### config.mk
export PLATFORM = sky130hd
export DESIGN_NAME = tcu_timer
export DESIGN_NICKNAME = d
export VERILOG_FILES = /design/src/design/tcu_pkg.sv /design/src/design/tcu_sync_edge.sv /design/src/design/tcu_timer.sv
export SDC_FILE = /design/constraint.sdc
export NUM_CORES = 1
export LEC_CHECK = 0
export ABC_CLOCK_PERIOD_IN_PS = 4600
export BUFFER_PORTS_ARGS = -buffer_cell sky130_fd_sc_hd__clkbuf_2
export CAP_MARGIN = 5
export CORE_ASPECT_RATIO = 0.5
export CORE_MARGIN = 2
export CORE_UTILIZATION = 50
export DETAILED_ROUTE_END_ITERATION = 6
export PLACE_DENSITY = 0.78
export RECOVER_POWER = 25
export SYNTH_ARGS = -nofsm -noshare
export SYNTH_HDL_FRONTEND = slang
export SYNTH_HIERARCHICAL = 1
export SYNTH_SLANG_ARGS = --single-unit
### constraint.sdc
create_clock -name clk_sys -period 4.6 [get_ports clk_sys]
set_input_delay 0 -clock clk_sys [delete_from_list [all_inputs] [get_ports clk_sys]]
set_output_delay 0 -clock clk_sys [all_outputs]
set_load 0.02 [all_outputs]
### src/design/tcu_pkg.sv
// Purpose: Shared constants and types for the 16-bit timer/counter block
// Assumes: 32-bit Avalon-MM slave, byte addresses, one register per word
// Notes:   Register fields sit in the low byte; upper bits read as zero
`default_nettype none
package tcu_pkg;

  // ----------------------------------------------------------------
  // Register map (byte addresses)
  // ----------------------------------------------------------------
  localparam logic [4:0] OFS_CTRL = 5'h00;
  localparam logic [4:0] OFS_LOW  = 5'h04;
  localparam logic [4:0] OFS_HIGH = 5'h08;
  localparam logic [4:0] OFS_STAT = 5'h0C;
  localparam logic [4:0] OFS_MASK = 5'h10;
  localparam logic [4:0] OFS_PINS = 5'h14;

  // ----------------------------------------------------------------
  // Reset values and counts
  // ----------------------------------------------------------------
  localparam logic [7:0]  CTRL_RST   = 8'h00;
  localparam logic [15:0] COUNT_RST  = 16'h0000;
  localparam logic [15:0] COUNT_TOP  = 16'hFFFF;
  localparam logic [7:0]  BUF_RST    = 8'h00;
  localparam logic [2:0]  PRE_RST    = 3'h0;
  localparam int          INSTR_DIV  = 4;     // Instruction cycle = Fosc/4
  localparam logic [1:0]  INSTR_LAST = 2'(INSTR_DIV - 1);
  localparam int          OVF_BIT    = 0;     // Overflow bit in status/mask
  localparam int          CTRL_RUN   = 6;     // Read-only clock status bit

  // ----------------------------------------------------------------
  // Control register layout, bit 7 down to bit 0
  // ----------------------------------------------------------------
  typedef struct packed {
    logic       wide_access_enable;
    logic       sysclk_from_secondary_osc;
    logic [1:0] input_prescale_select;
    logic       secondary_osc_enable;
    logic       ext_clock_sync_bypass;
    logic       clock_source_select;
    logic       counter_on;
  } tcu_ctrl_t;

  // Bus request as seen by the register file
  typedef struct packed {
    logic [4:0] addr;
    logic       rd;
    logic       wr;
    logic [7:0] wdata;
    logic       lane0;
  } tcu_req_t;

endpackage
`default_nettype wire

### src/design/tcu_sync_edge.sv
// Purpose: Two-stage synchroniser with rising-edge pulse for async inputs
// Assumes: Inputs are slow against clk_sys (at least two clocks per level)
// Notes:   First stage feeds only the second stage
`timescale 1ns/1ns
`default_nettype none
module tcu_sync_edge #(
  parameter int WIDTH = 3
) (
  input  wire logic             clk_sys,   // System clock
  input  wire logic             reset_n,   // Async reset, active low
  input  wire logic [WIDTH-1:0] async_i,   // Levels from pins
  output logic      [WIDTH-1:0] level_o,   // Synchronised levels
  output logic      [WIDTH-1:0] rise_o     // One-cycle rising-edge pulses
);

  logic [WIDTH-1:0] meta_q;
  logic [WIDTH-1:0] sync_q;
  logic [WIDTH-1:0] last_q;

  // ----------------------------------------------------------------
  // Synchroniser and edge history
  // ----------------------------------------------------------------
  // Edge detector looks at the second stage only to avoid metastability
  always_ff @(posedge clk_sys or negedge reset_n) begin
    if (!reset_n) begin
      meta_q <= '0;
      sync_q <= '0;
      last_q <= '0;
    end else begin
      meta_q <= async_i;
      sync_q <= meta_q;
      last_q <= sync_q;
    end
  end

  assign level_o = sync_q;
  assign rise_o  = sync_q & ~last_q;

endmodule
`default_nettype wire

### src/design/tcu_timer.sv
// Purpose: 16-bit up timer/counter with prescaler and buffered high byte
// Assumes: clk_sys is Fosc at 100 MHz; Avalon-MM slave with waitrequest
// Notes:   Oscillator analog part lives outside; only its enable leaves here
//
// Contract
// - Wide mode maps high address to buffer
// - Wide low read copies high into buffer
// - Wide low write loads high from buffer
// - Wide mode hides live high byte
// - Only low writes clear the prescaler
// - Prescale field divides 1, 2, 4, 8
// - Internal source counts each instruction cycle
// - External source counts pin or oscillator edges
// - Sync bit chooses synchroniser or bypass
// - Counter stops and holds when off
// - Oscillator enable bit switches oscillator
// - Status bit shows system clock source
// - Timer on forces pins input, read zero
// - Count wraps FFFFh to 0000h, sets flag
// - Interrupt only when overflow enable set
// - Compare trigger resets count, no flag
// - Software write beats trigger reset
`timescale 1ns/1ns
`default_nettype none
module tcu_timer (
  input  wire logic        clk_sys,          // System clock, Fosc
  input  wire logic        reset_n,          // Async reset, active low
  input  wire logic [4:0]  avs_address,      // Byte address
  input  wire logic        avs_read,         // Read request
  input  wire logic        avs_write,        // Write request
  input  wire logic [31:0] avs_writedata,    // Write data
  input  wire logic [3:0]  avs_byteenable,   // Byte lanes
  output logic      [31:0] avs_readdata,     // Read data, registered
  output logic             avs_waitrequest,  // Stall
  output logic             irq,              // Level interrupt
  input  wire logic        instr_clk_run,    // Instruction clock running
  input  wire logic        compare_trigger,  // Special event pulse
  input  wire logic        sysclk_is_secondary, // Async clock-source status
  input  wire logic        ext_count_clock_pin,   // Async pin level
  input  wire logic        secondary_osc_in_pin,  // Async oscillator output
  input  wire logic [1:0]  port_c_direction, // 1 = input, per pin
  output logic      [1:0]  pin_oe,           // Pin output enables
  output logic             secondary_osc_enable_o, // Oscillator on
  output logic      [15:0] count_o           // Live count
);

  tcu_pkg::tcu_ctrl_t ctrl_q;
  tcu_pkg::tcu_req_t  req;
  logic [15:0] count_q;
  logic [7:0]  buf_q;
  logic [2:0]  pre_q;
  logic [1:0]  div_q;
  logic        pend_q;
  logic        ack_q;
  logic [31:0] rdata_q;
  logic        stat_q;
  logic        mask_q;
  logic [2:0]  lvl;
  logic [2:0]  rise;
  logic        take;
  logic        acc;
  logic        wr_ctrl;
  logic        wr_low;
  logic        wr_high;
  logic        wr_stat;
  logic        wr_mask;
  logic        rd_low;
  logic        inst_tick;
  logic        ext_edge;
  logic        src_tick;
  logic        pre_done;
  logic        step;
  logic        wrap;
  logic [1:0]  pin_read;

  // Address decode used for both reads and writes
  function automatic logic hit(input logic [4:0] a, input logic [4:0] o);
    hit = (a == o);
  endfunction

  // ----------------------------------------------------------------
  // Bus slave: one wait state, reads sample at the first edge, writes act at the completing edge
  // ----------------------------------------------------------------
  // One driver for the whole request word
  assign req = {avs_address, avs_read, avs_write, avs_writedata[7:0],
                avs_byteenable[0]};

  // First cycle of a request loads read data; second completes it
  assign take            = (req.rd | req.wr) & ~ack_q;
  assign acc             = (req.rd | req.wr) & ack_q;
  assign avs_waitrequest = (req.rd | req.wr) & ~ack_q;
  assign avs_readdata    = rdata_q;

  // Writes need lane 0 since every register is one byte wide
  assign wr_ctrl = acc & req.wr & req.lane0 & hit(req.addr, tcu_pkg::OFS_CTRL);
  assign wr_low  = acc & req.wr & req.lane0 & hit(req.addr, tcu_pkg::OFS_LOW);
  assign wr_high = acc & req.wr & req.lane0 & hit(req.addr, tcu_pkg::OFS_HIGH);
  assign wr_stat = acc & req.wr & req.lane0 & hit(req.addr, tcu_pkg::OFS_STAT);
  assign wr_mask = acc & req.wr & req.lane0 & hit(req.addr, tcu_pkg::OFS_MASK);
  assign rd_low  = take & req.rd & hit(req.addr, tcu_pkg::OFS_LOW);

  // Handshake state
  always_ff @(posedge clk_sys or negedge reset_n) begin
    if (!reset_n) begin
      ack_q <= 1'b0;
    end else begin
      ack_q <= take;
    end
  end

  // Read data snapshot; unmapped addresses read zero
  always_ff @(posedge clk_sys or negedge reset_n) begin
    if (!reset_n) begin
      rdata_q <= '0;
    end else if (take & req.rd) begin
      unique case (req.addr)
        tcu_pkg::OFS_CTRL: rdata_q <= {24'h000000, ctrl_q};
        tcu_pkg::OFS_LOW:  rdata_q <= {24'h000000, count_q[7:0]};
        tcu_pkg::OFS_HIGH: begin
          // Buffer in wide mode, live byte otherwise
          rdata_q <= {24'h000000,
                      ctrl_q.wide_access_enable ? buf_q : count_q[15:8]};
        end
        tcu_pkg::OFS_STAT: rdata_q <= {31'h00000000, stat_q};
        tcu_pkg::OFS_MASK: rdata_q <= {31'h00000000, mask_q};
        tcu_pkg::OFS_PINS: rdata_q <= {30'h00000000, pin_read};
        default:           rdata_q <= '0;
      endcase
    end
  end

  // ----------------------------------------------------------------
  // Control register and pin-side effects
  // ----------------------------------------------------------------
  always_ff @(posedge clk_sys or negedge reset_n) begin
    if (!reset_n) begin
      ctrl_q <= tcu_pkg::CTRL_RST;
    end else begin
      if (wr_ctrl) begin
        ctrl_q <= req.wdata;
      end
      // Status bit is never writable; it mirrors the clock mux
      ctrl_q.sysclk_from_secondary_osc <= lvl[2];
    end
  end

  // Oscillator drive follows its enable bit
  assign secondary_osc_enable_o = ctrl_q.secondary_osc_enable;

  // Running timer owns both pins: no drive, port reads zero
  assign pin_oe   = ctrl_q.counter_on ? 2'b00 : ~port_c_direction;
  assign pin_read = ctrl_q.counter_on ? 2'b00 : lvl[1:0];

  // Pins and the clock status arrive from other domains
  tcu_sync_edge #(
    .WIDTH   (3)
  ) u_sync (
    .clk_sys (clk_sys),
    .reset_n (reset_n),
    .async_i ({sysclk_is_secondary, secondary_osc_in_pin,
               ext_count_clock_pin}),
    .level_o (lvl),
    .rise_o  (rise)
  );

  // ----------------------------------------------------------------
  // Clock source selection
  // ----------------------------------------------------------------
  // Fosc/4 divider, stalled while the instruction clock is stopped
  always_ff @(posedge clk_sys or negedge reset_n) begin
    if (!reset_n) begin
      div_q <= '0;
    end else if (instr_clk_run) begin
      div_q <= (div_q == tcu_pkg::INSTR_LAST) ? 2'h0 : div_q + 2'h1;
    end
  end

  assign inst_tick = instr_clk_run & (div_q == tcu_pkg::INSTR_LAST);

  // Oscillator edge replaces the pin edge when enabled
  assign ext_edge = ctrl_q.secondary_osc_enable ? rise[1] : rise[0];

  // Synchronised mode holds an edge until the next instruction cycle
  always_ff @(posedge clk_sys or negedge reset_n) begin
    if (!reset_n) begin
      pend_q <= 1'b0;
    end else if (inst_tick) begin
      pend_q <= 1'b0;
    end else if (ext_edge & ctrl_q.clock_source_select &
                 ~ctrl_q.ext_clock_sync_bypass) begin
      // Only synchronised mode may hold an edge, so none goes stale
      pend_q <= 1'b1;
    end
  end

  // Bypass counts raw edges even with instruction clock off
  always_comb begin
    if (!ctrl_q.clock_source_select) begin
      src_tick = inst_tick;
    end else if (ctrl_q.ext_clock_sync_bypass) begin
      src_tick = ext_edge;
    end else begin
      src_tick = inst_tick & (pend_q | ext_edge);
    end
  end

  // ----------------------------------------------------------------
  // Prescaler
  // ----------------------------------------------------------------
  // Terminal value is 2^ps - 1: 0, 1, 3 or 7
  assign pre_done = (pre_q == 3'((4'h1 << ctrl_q.input_prescale_select)
                                 - 4'h1));

  // High-byte writes leave the prescaler alone
  always_ff @(posedge clk_sys or negedge reset_n) begin
    if (!reset_n) begin
      pre_q <= tcu_pkg::PRE_RST;
    end else if (wr_low) begin
      pre_q <= tcu_pkg::PRE_RST;
    end else if (ctrl_q.counter_on & src_tick) begin
      pre_q <= pre_done ? tcu_pkg::PRE_RST : pre_q + 3'h1;
    end
  end

  assign step = ctrl_q.counter_on & src_tick & pre_done;
  // A trigger or software load replaces the wrap, so no flag then
  assign wrap = step & (count_q == tcu_pkg::COUNT_TOP) & ~compare_trigger &
                ~wr_low & ~(wr_high & ~ctrl_q.wide_access_enable);

  // ----------------------------------------------------------------
  // Counter and high-byte buffer
  // ----------------------------------------------------------------
  // Write first, then trigger reset, then increment
  always_ff @(posedge clk_sys or negedge reset_n) begin
    if (!reset_n) begin
      count_q <= tcu_pkg::COUNT_RST;
    end else if (wr_low | (wr_high & ~ctrl_q.wide_access_enable)) begin
      if (wr_low) begin
        count_q[7:0] <= req.wdata;
        // Wide mode moves the buffer in with the low byte
        if (ctrl_q.wide_access_enable) begin
          count_q[15:8] <= buf_q;
        end
      end else begin
        count_q[15:8] <= req.wdata;
      end
    end else if (compare_trigger) begin
      count_q <= tcu_pkg::COUNT_RST;
    end else if (step) begin
      count_q <= count_q + 16'h0001;
    end
  end

  assign count_o = count_q;

  // Buffer takes high writes in wide mode and snapshots on low reads
  always_ff @(posedge clk_sys or negedge reset_n) begin
    if (!reset_n) begin
      buf_q <= tcu_pkg::BUF_RST;
    end else if (ctrl_q.wide_access_enable) begin
      if (rd_low) begin
        buf_q <= count_q[15:8];
      end else if (wr_high) begin
        buf_q <= req.wdata;
      end
    end
  end

  // ----------------------------------------------------------------
  // Interrupt status and mask
  // ----------------------------------------------------------------
  // Set beats a same-cycle write-one clear, so no overflow is lost
  always_ff @(posedge clk_sys or negedge reset_n) begin
    if (!reset_n) begin
      stat_q <= 1'b0;
    end else if (wrap) begin
      stat_q <= 1'b1;
    end else if (wr_stat & req.wdata[tcu_pkg::OVF_BIT]) begin
      stat_q <= 1'b0;
    end
  end

  always_ff @(posedge clk_sys or negedge reset_n) begin
    if (!reset_n) begin
      mask_q <= 1'b0;
    end else if (wr_mask) begin
      mask_q <= req.wdata[tcu_pkg::OVF_BIT];
    end
  end

  assign irq = stat_q & mask_q;
endmodule
`default_nettype wire

Yosys cells after proc, flatten, opt, wreduce, memory -nomap -nowiden:

Index checks and enable logic that the tools add are counted.

* logic and storage cells: 100
* register bits after elaboration: 81
* input bits: 52
* output and inout port bits: 53

* mux-type cells: 22
* reductions and logical operators: 8
* eq/ne operators: 9
* shift-type cells: 1
* add/subtract/negate cells: 4
* bitwise operators: 36

Operator list (count)
* 2-to-1 mux 16 bit: 3
* one-hot mux 8 bit (6 select lines): 1
* 2-to-1 mux 8 bit: 5
* bitwise AND 1 bit: 24
* adder 16 x 1 -> 16 bit (second input constant): 1
* equality test 16 bit (second input constant): 1
* equality test 5 x 4 -> 1 bit (second input constant): 2
* equality test 5 bit (second input constant): 2
* 2-to-1 mux 3 bit: 3
* nonzero test 2 bit: 4
* 2-to-1 mux 1 bit: 7
* 2-to-1 mux 2 bit: 3
* NOT 1 bit: 6
* equality test 5 x 3 -> 1 bit (second input constant): 1
* logical NOT 5 bit: 1
* NOT 2 bit: 2
* AND reduction 2 bit: 2
* adder 3 x 1 -> 3 bit (second input constant): 1
* equality test 3 bit: 1
* bitwise OR 1 bit: 3
* nonzero test 3 bit: 1
* << shifter 1 x 2 -> 3 bit (first input constant): 1
* subtractor 3 x 1 -> 3 bit (second input constant): 1
* adder 2 x 1 -> 2 bit (second input constant): 1
* other kinds (3): 3

Longest topological paths before layout:

Gate-level depths: netlist (run 1).

* word-level depth: 14
* depth in mapped cells: 8
* gate-level depth less buffers: 6

By module:

The synthesis (run 1) kept the hierarchy.

Modules (own cells, without submodules)
* tcu_timer: instances 1, seq. area each 1226.2 µm², area an instance 3293.2 µm², cells each 361
* tcu_sync_edge: instances 1, seq. area each 225.2 µm², area an instance 266.5 µm², cells each 12

Worst setup path after synthesis (run 1):

OpenSTA, ideal clock, no wires.

* path type: flip-flop to flip-flop
* start: reg ctrl_q (netlist bit secondary_osc_enable_o)
* end: reg count_q[6] (netlist: count_o[6])
* cell stages (with the launch flop): 7
* clock period less this slack: 1939 ps
* slack: 2661 ps
* arrival: 1859 ps
* buffers on the path: 1
* required time: 4520 ps
* setup time: 80 ps
* cells stage by stage: dfrtp_1 > mux2_4 > o311ai_4 > a21oi_1 > buf_4 > a211o_1 > a2bb2oi_1

* word-level cells in the longest chain between the ends: 9

Ends and longest elaborated chain
* start, declared: line tcu_timer.sv:47 `tcu_pkg::tcu_ctrl_t ctrl_q;`
* start signal, assigned: line tcu_timer.sv:137 `ctrl_q <= tcu_pkg::CTRL_RST;`
* start signal, assigned: line tcu_timer.sv:140 `ctrl_q <= req.wdata;`
* 2-to-1 mux 1 bit *: line tcu_timer.sv:181 `assign ext_edge = ctrl_q.secondary_osc_enable ? rise[1] : rise[0];`
* bitwise OR 1 bit: line tcu_timer.sv:203 `src_tick = inst_tick & (pend_q | ext_edge);`
* bitwise AND 1 bit: line tcu_timer.sv:203
* 2-to-1 mux 1 bit *: line tcu_timer.sv:200 `end else if (ctrl_q.ext_clock_sync_bypass) begin`
* 2-to-1 mux 1 bit *: line tcu_timer.sv:198 `if (!ctrl_q.clock_source_select) begin`
* bitwise AND 1 bit * (2 in a row): line tcu_timer.sv:225 `assign step = ctrl_q.counter_on & src_tick & pre_done;`
* nonzero test 3 bit (no line) *
* AND reduction 2 bit (no line) *
* end signal, assigned: line tcu_timer.sv:236 `count_q <= tcu_pkg::COUNT_RST;`
* end signal, assigned: line tcu_timer.sv:239 `count_q[7:0] <= req.wdata;`
* end signal, assigned: line tcu_timer.sv:248 `count_q <= tcu_pkg::COUNT_RST;`
* end, declared: line tcu_timer.sv:49 `logic [15:0] count_q;`

Mark *: on every way between the ends. The rest lies on a longest branch, timed or not.
A chain may end at the register's enable or synchronous reset.

Worst setup path in the final report (run 1):

* start: reg ctrl_q[7] in the netlist's numbering
* end: reg count_q[4] (netlist: count_o[4])

* word-level cells in the longest chain between the ends: 5
* elaborated cells on any way between the ends: 7
* classes of those cells: 1 x eq/ne; 1 x mux; 3 x bitwise; 2 x reduce/logical

Ends and longest elaborated chain
* NOT 1 bit *: line tcu_timer.sv:237 `end else if (wr_low | (wr_high & ~ctrl_q.wide_access_enable)) begin`
* bitwise AND 1 bit *: line tcu_timer.sv:237
* bitwise OR 1 bit *: line tcu_timer.sv:237
* inequality test 2 bit (no line) / nonzero test 3 bit (equally long branches)
* AND reduction 2 bit (no line)

Marks and branches as above.

==> results of run 1 <==
[layout make-up]
cell class                      instances  area, sq um  area share
Sequential cell                        57         1430       0.347
Clock buffer                           14          284      0.0691
Multi-Input combinational cell        283         1860       0.452
Tap cell                               92          115      0.0280
Inverter                                9         33.8     0.00822
Timing Repair Buffer                   67          384      0.0935
Clock inverter                          2         10.0     0.00244
[final timing paths]
kind	start	end	slack, ns	cells past startpoint
max	ctrl_q[7]	count_o[4]	1.94	5
min	avs_writedata[6]	buf_q[6]	0.03	3
max reg2reg	ctrl_q[7]	count_o[4]	1.94	5
min reg2reg	u_sync/meta_q[1]	u_sync/level_o[1]	0.34	0
max in group asynchronous	reset_n	count_o[3]	3.75	3
min in group asynchronous	reset_n	u_sync/last_q[1]	0.35	3
[flip-flops by register name, indices dropped and copies added (netlist names)]
register	flops
u_sync/level_o	3
pre_q	3
u_sync/meta_q	3
pend_q	1
secondary_osc_enable_o	1
count_o	16
u_sync/last_q	2
avs_readdata	8
stat_q	1
mask_q	1
ctrl_q	7
ack_q	1
buf_q	8
div_q	2
[routing by layer]
layer	up-vias	share of wire	track usage	wire length, um
met5	-	0	0	0
met4	0	0.024	0.112	220
met3	27	0.097	0.103	901
met2	164	0.44	0.363	4110
met1	1509	0.44	0.350	4030
li1	1441	-	-	-
[through the flow]
step	instances	power, W	hold WS (ns)
after floorplan	394	0.000697	-0.296
after global placement	497	0.000731	0.108
after detailed placement	497	0.000736	0.110
after CTS	524	0.00139	0.0171
after global routing	524	0.00144	0.0366
final	524	0.00139	0.0320
[power by group]
part           total, W  switching, W  leakage (nW)  internal, W
logic          0.000179      0.000109         0.965    0.0000700
clock network  0.000649      0.000228         0.149     0.000421
registers      0.000558     0.0000272         0.764     0.000531
[worst min-delay path, delay by kind of cell]
family                 cells  cell delay, ns
AOI/OAI and AO/OA          1            0.08
buffers and inverters      1            0.12
muxes                      1            0.12
==> key figures, run 1 <==
Run status
  • Status: completed

Logic synthesis
  • YS warnings: 6
  • Synth Instances: 371
  • Mapped Area: 0.00352 sq mm
  • Syn Area/Cell: 9.49 sq um

Placement
  • Port Buffers: 53
  • RePlAce Congestion: 0.896
  • Dpl cell area: 0.00372 sq mm
  • Post-DP HPWL: 6270 um
  • Pre-CTS setup slack: 2.02 ns

Clock tree
  • Maximum root-to-sink buffer count: 2
  • Post-CTS sizing: 0
  • Postcts setup bufs: 0
  • Htree depth: 3
  • CTS root buf: clkbuf_16
  • CTS tree: built
  • Num CTS Buffers: 9
  • Sink Count: 57
  • Clock latency on the worst-skew pair: 0.34 ns
  • # hold bufs at CTS: 11
  • Worst-path clk slew: 0.05 ns

Critical path
  • Data arrival time of the critical path: 2.91 ns
  • CP endpoint kind: flip-flop
  • CP peak stage delay: 0.63 ns
  • Critical Path Source Type: flip-flop
  • Worst-path fanout max: 16
  • Worst Path Required: 4.85 ns
  • Top delay family on crit path: compound AO/OA/AOI/OAI gates
  • Slowest cell on the critical path: a211oi_2
  • Worst Path Buf+Inv: 0
  • Critical setup path kind: flip-flop to flip-flop
  • Worst path cell trace: or3b_1 -> a211oi_2 -> nor2_2 -> a21oi_4 -> a2bb2oi_1

Pwr
  • P_leak: 1.88 nW
  • Worst vdd ir: 0.298 mV
  • Pwr Density: 337 mW/mm^2

Timing
  • Final hold violations: 0
  • Final setup viols: 0
  • Final worst slack: 1.94 ns
  • Clock Skew: 0.00696 ns
  • Fmax: 377 MHz
  • Setup_tns: 0 ns
  • Worst Max-Slew Pin Slew: 1.03 ns
  • Relative slew slack: 0.311
  • Max Slew Vio Count: 0
  • Final cycle utilization of the critical path: 0.577
  • RSZ-0062 raised after global routing: false
  • Final min period: 2.66 ns

Floorplan
  • Placeable Area: 0.00675 sq mm
  • Total I/O pin count: 105
  • Die Wd: 123 um
  • Starting Density: 0.521
  • Rows: 21
  • Die H: 63.3 um
  • Die area: 0.00777 sq mm

Cells and area
  • Synthesis-to-finish area growth: 16.7%
  • Share of cells above drive strength 1: 0.208
  • Commonest non-fill, non-tap cell in the layout: dfrtp_1
  • Finished Cell Area: 0.00411 sq mm
  • Diode count: 0
  • Post-layout util: 0.608
  • Final layout net count: 482
  • Fillers: 587
  • Most frequent cells in the layout: dfrtp_1 (57), clkbuf_2 (42), nand2_1 (35)

Global route
  • Vias in the first global route: 2938
  • Pin count of the biggest net entering global routing: 58
  • Global-route wire length before repair: 15000 um
  • Grt ovf: 0
  • Initial antenna violation count: 0
  • Total track usage: 0.259

Drt
  • Drt first pass iters: 5
  • Drt total wl: 9270 um
  • DRT iter0 DRCs: 375
  • DRT antenna net count: 0
  • Post-route DRC: 0
  • DR vias/cell: 5.99
  • Drt wl/cell: 17.7 um
  • Vias post-DR: 3141

Flow run
  • Maxcap violations: 0

Hold path
  • Worst hold-check path type: input pin to flip-flop
Note: power is estimated with default switching activity, not from simulation.
==> run 2: changes to the inputs <==
--- a/config.mk
+++ b/config.mk
@@ -5,14 +5,14 @@
 export SDC_FILE = /design/constraint.sdc
 export NUM_CORES = 1
 export LEC_CHECK = 0
-export ABC_CLOCK_PERIOD_IN_PS = 4600
+export ABC_CLOCK_PERIOD_IN_PS = 2270
 export BUFFER_PORTS_ARGS = -buffer_cell sky130_fd_sc_hd__clkbuf_2
 export CAP_MARGIN = 5
 export CORE_ASPECT_RATIO = 0.5
 export CORE_MARGIN = 2
-export CORE_UTILIZATION = 50
+export CORE_UTILIZATION = 47
 export DETAILED_ROUTE_END_ITERATION = 6
-export PLACE_DENSITY = 0.78
+export PLACE_DENSITY = 0.77
 export RECOVER_POWER = 25
 export SYNTH_ARGS = -nofsm -noshare
 export SYNTH_HDL_FRONTEND = slang
==> constraint.sdc (replaced) <==
create_clock -name clk_sys -period 2.27 [get_ports clk_sys]
set_input_delay 0 -clock clk_sys [delete_from_list [all_inputs] [get_ports clk_sys]]
set_output_delay 0 -clock clk_sys [all_outputs]
set_load 0.02 [all_outputs]
==> key figures, run 2 (synthesis gave the netlist of run 1 again) <==
Run status
  • Status: completed

Floorplan
  • Starting Density: 0.483
  • Rows: 22
  • Die Wd: 126 um
  • Die H: 65.2 um
  • Total I/O pin count: 105
  • Die area: 0.00824 sq mm
  • Placeable Area: 0.00729 sq mm

Timing
  • Final hold violations: 0
  • Final setup viols: 0
  • Relative slew slack: 0.0300
  • Clock Skew: 0.00571 ns
  • Final min period: 2.08 ns
  • Worst Max-Slew Pin Slew: 1.45 ns
  • RSZ-0062 raised after global routing: false
  • Fmax: 480 MHz
  • Setup_tns: 0 ns
  • Hold slack: 0.00536 ns
  • Max Slew Vio Count: 0
  • Final cycle utilization of the critical path: 0.917

Drt
  • Vias post-DR: 3166
  • DRT iter0 DRCs: 348
  • DR vias/cell: 5.85
  • DRT antenna net count: 0
  • Drt first pass iters: 5
  • Drt wl/cell: 17.0 um
  • Post-route DRC: 0
  • Drt total wl: 9220 um

Critical path
  • Worst Path Required: 2.46 ns
  • Reg2Reg Setup Slack: 0.19 ns
  • Critical setup path kind: flip-flop to flip-flop
  • Slowest cell on the critical path: or4_1
  • Reg2Reg Launch Point: ctrl_q[4]
  • CP endpoint kind: flip-flop
  • Worst-path fanout max: 14
  • Reg2Reg Capture Point: count_o[4]
  • Worst path cell trace: or4_1 -> a21o_1 -> a21o_4 -> o311ai_0 -> a2bb2oi_1
  • CP peak stage delay: 0.52 ns
  • Data arrival time of the critical path: 2.27 ns
  • Critical Path Source Type: flip-flop
  • Reg2reg path depth: 5

Clock tree
  • Clock latency on the worst-skew pair: 0.32 ns
  • Post-CTS sizing: 0
  • Maximum root-to-sink buffer count: 2
  • Sink Count: 57
  • Num CTS Buffers: 9
  • CTS tree: built
  • CTS root buf: clkbuf_16
  • Worst-path clk slew: 0.05 ns
  • Htree depth: 3

Placement
  • Dpl cells: 517
  • Post-DP HPWL: 6430 um
  • Port Buffers: 53
  • RePlAce Congestion: 0.877

Cells and area
  • Area of the multi-input gates: 0.00186 sq mm
  • Storage element area: 0.00143 sq mm
  • Diode count: 0
  • Share of cells above drive strength 1: 0.234
  • Synthesis-to-finish area growth: 19.7%
  • Commonest non-fill, non-tap cell in the layout: dfrtp_1
  • Largest register FFs: 16
  • Fillers: 627
  • Final layout net count: 496
  • Most frequent cells in the layout: dfrtp_1 (57), clkbuf_2 (42), nand2_1 (35)
  • Non-Filler Instances: 541

Pwr
  • Worst vdd ir: 0.404 mV
  • Pwr Density: 676 mW/mm^2
  • P_leak: 1.95 nW

Global route
  • Vias in the first global route: 2908
  • Total track usage: 0.235
  • Pin count of the biggest net entering global routing: 58
  • Global-route wire length before repair: 15100 um
  • Initial antenna violation count: 0
  • Grt ovf: 0

Hold path
  • Worst Hold Endpoint: ctrl_q[5]
  • Worst hold-check path type: input pin to flip-flop
  • Worst hold start: avs_writedata[5]
  • Worst Hold Depth: 2

Flow run
  • Maxcap violations: 0
[run 2: changes by cell type in the layout (fill, tap and decap cells not counted)]
cell / before / now
dlygate4sd3_1: 11 / 9
clkbuf_1: 12 / 13
clkbuf_8: 4 / 2
bufinv_16: 0 / 1
buf_4: 3 / 18
[run 2: final cells by class]
type,count,share of cell area
clock inverter,3,0.00950
timing repair buffer,81,0.114
tap,96,0.0285
sequential,57,0.339
clock buffer,12,0.0609
inverter,9,0.00802
multi-input combinational,283,0.440
[run 2: how the worst max path moves through the flow]
stage	start	end	slack, ns
2_1_floorplan	secondary_osc_enable_o	count_o[6]	0.33
3_3_place_gp	ctrl_q[5]	count_o[4]	0.23
3_5_place_dp	ctrl_q[5]	count_o[4]	0.20
4_1_cts	u_sync/level_o[0]	count_o[3]	0.20
5_1_grt	u_sync/level_o[1]	count_o[3]	0.1
6_report	ctrl_q[4]	count_o[4]	0.19
[run 2: per-stage QoR]
step,util,setup slack [ns],area [sq um],total power (W)
global placement,0.527,0.228,3840,0.00150
finish,0.578,0.189,4210,0.00285
floorplan,-,0.331,3610,0.00141
CTS,0.580,0.200,4230,0.00286
global route,0.578,0.0999,4210,0.00297
detailed placement,0.527,0.200,3840,0.00151
[run 2: power breakdown]
group / switching (W) / leakage, nW / internal (W)
Sequential: 0.0000477 / 0.764 / 0.00108
Combinational: 0.000233 / 1.03 / 0.000152
Clock: 0.000443 / 0.148 / 0.000897
[run 2: repair_timing]
action                                 in CTS  in global routing
hold buffers                                9                  0
endpoints found under the hold margin      68                  0
setup buffers                               0                  0
[run 2: worst max-delay path: cells and delay by family, from the launching register on]
| kind | cells | cell delay (ns) |
|---|---|---|
| AOI/OAI and AO/OA | 4 | 1.02 |
| and+or+nand+nor | 1 | 0.52 |
| DFF | 1 | 0.41 |
[run 2: layer usage]
metal / global-route usage / part of all wire
met2: 0.370 / 0.46
met4: 0.0659 / 0.019
met3: 0.0733 / 0.091
met1: 0.317 / 0.43
met5: 0 / 0
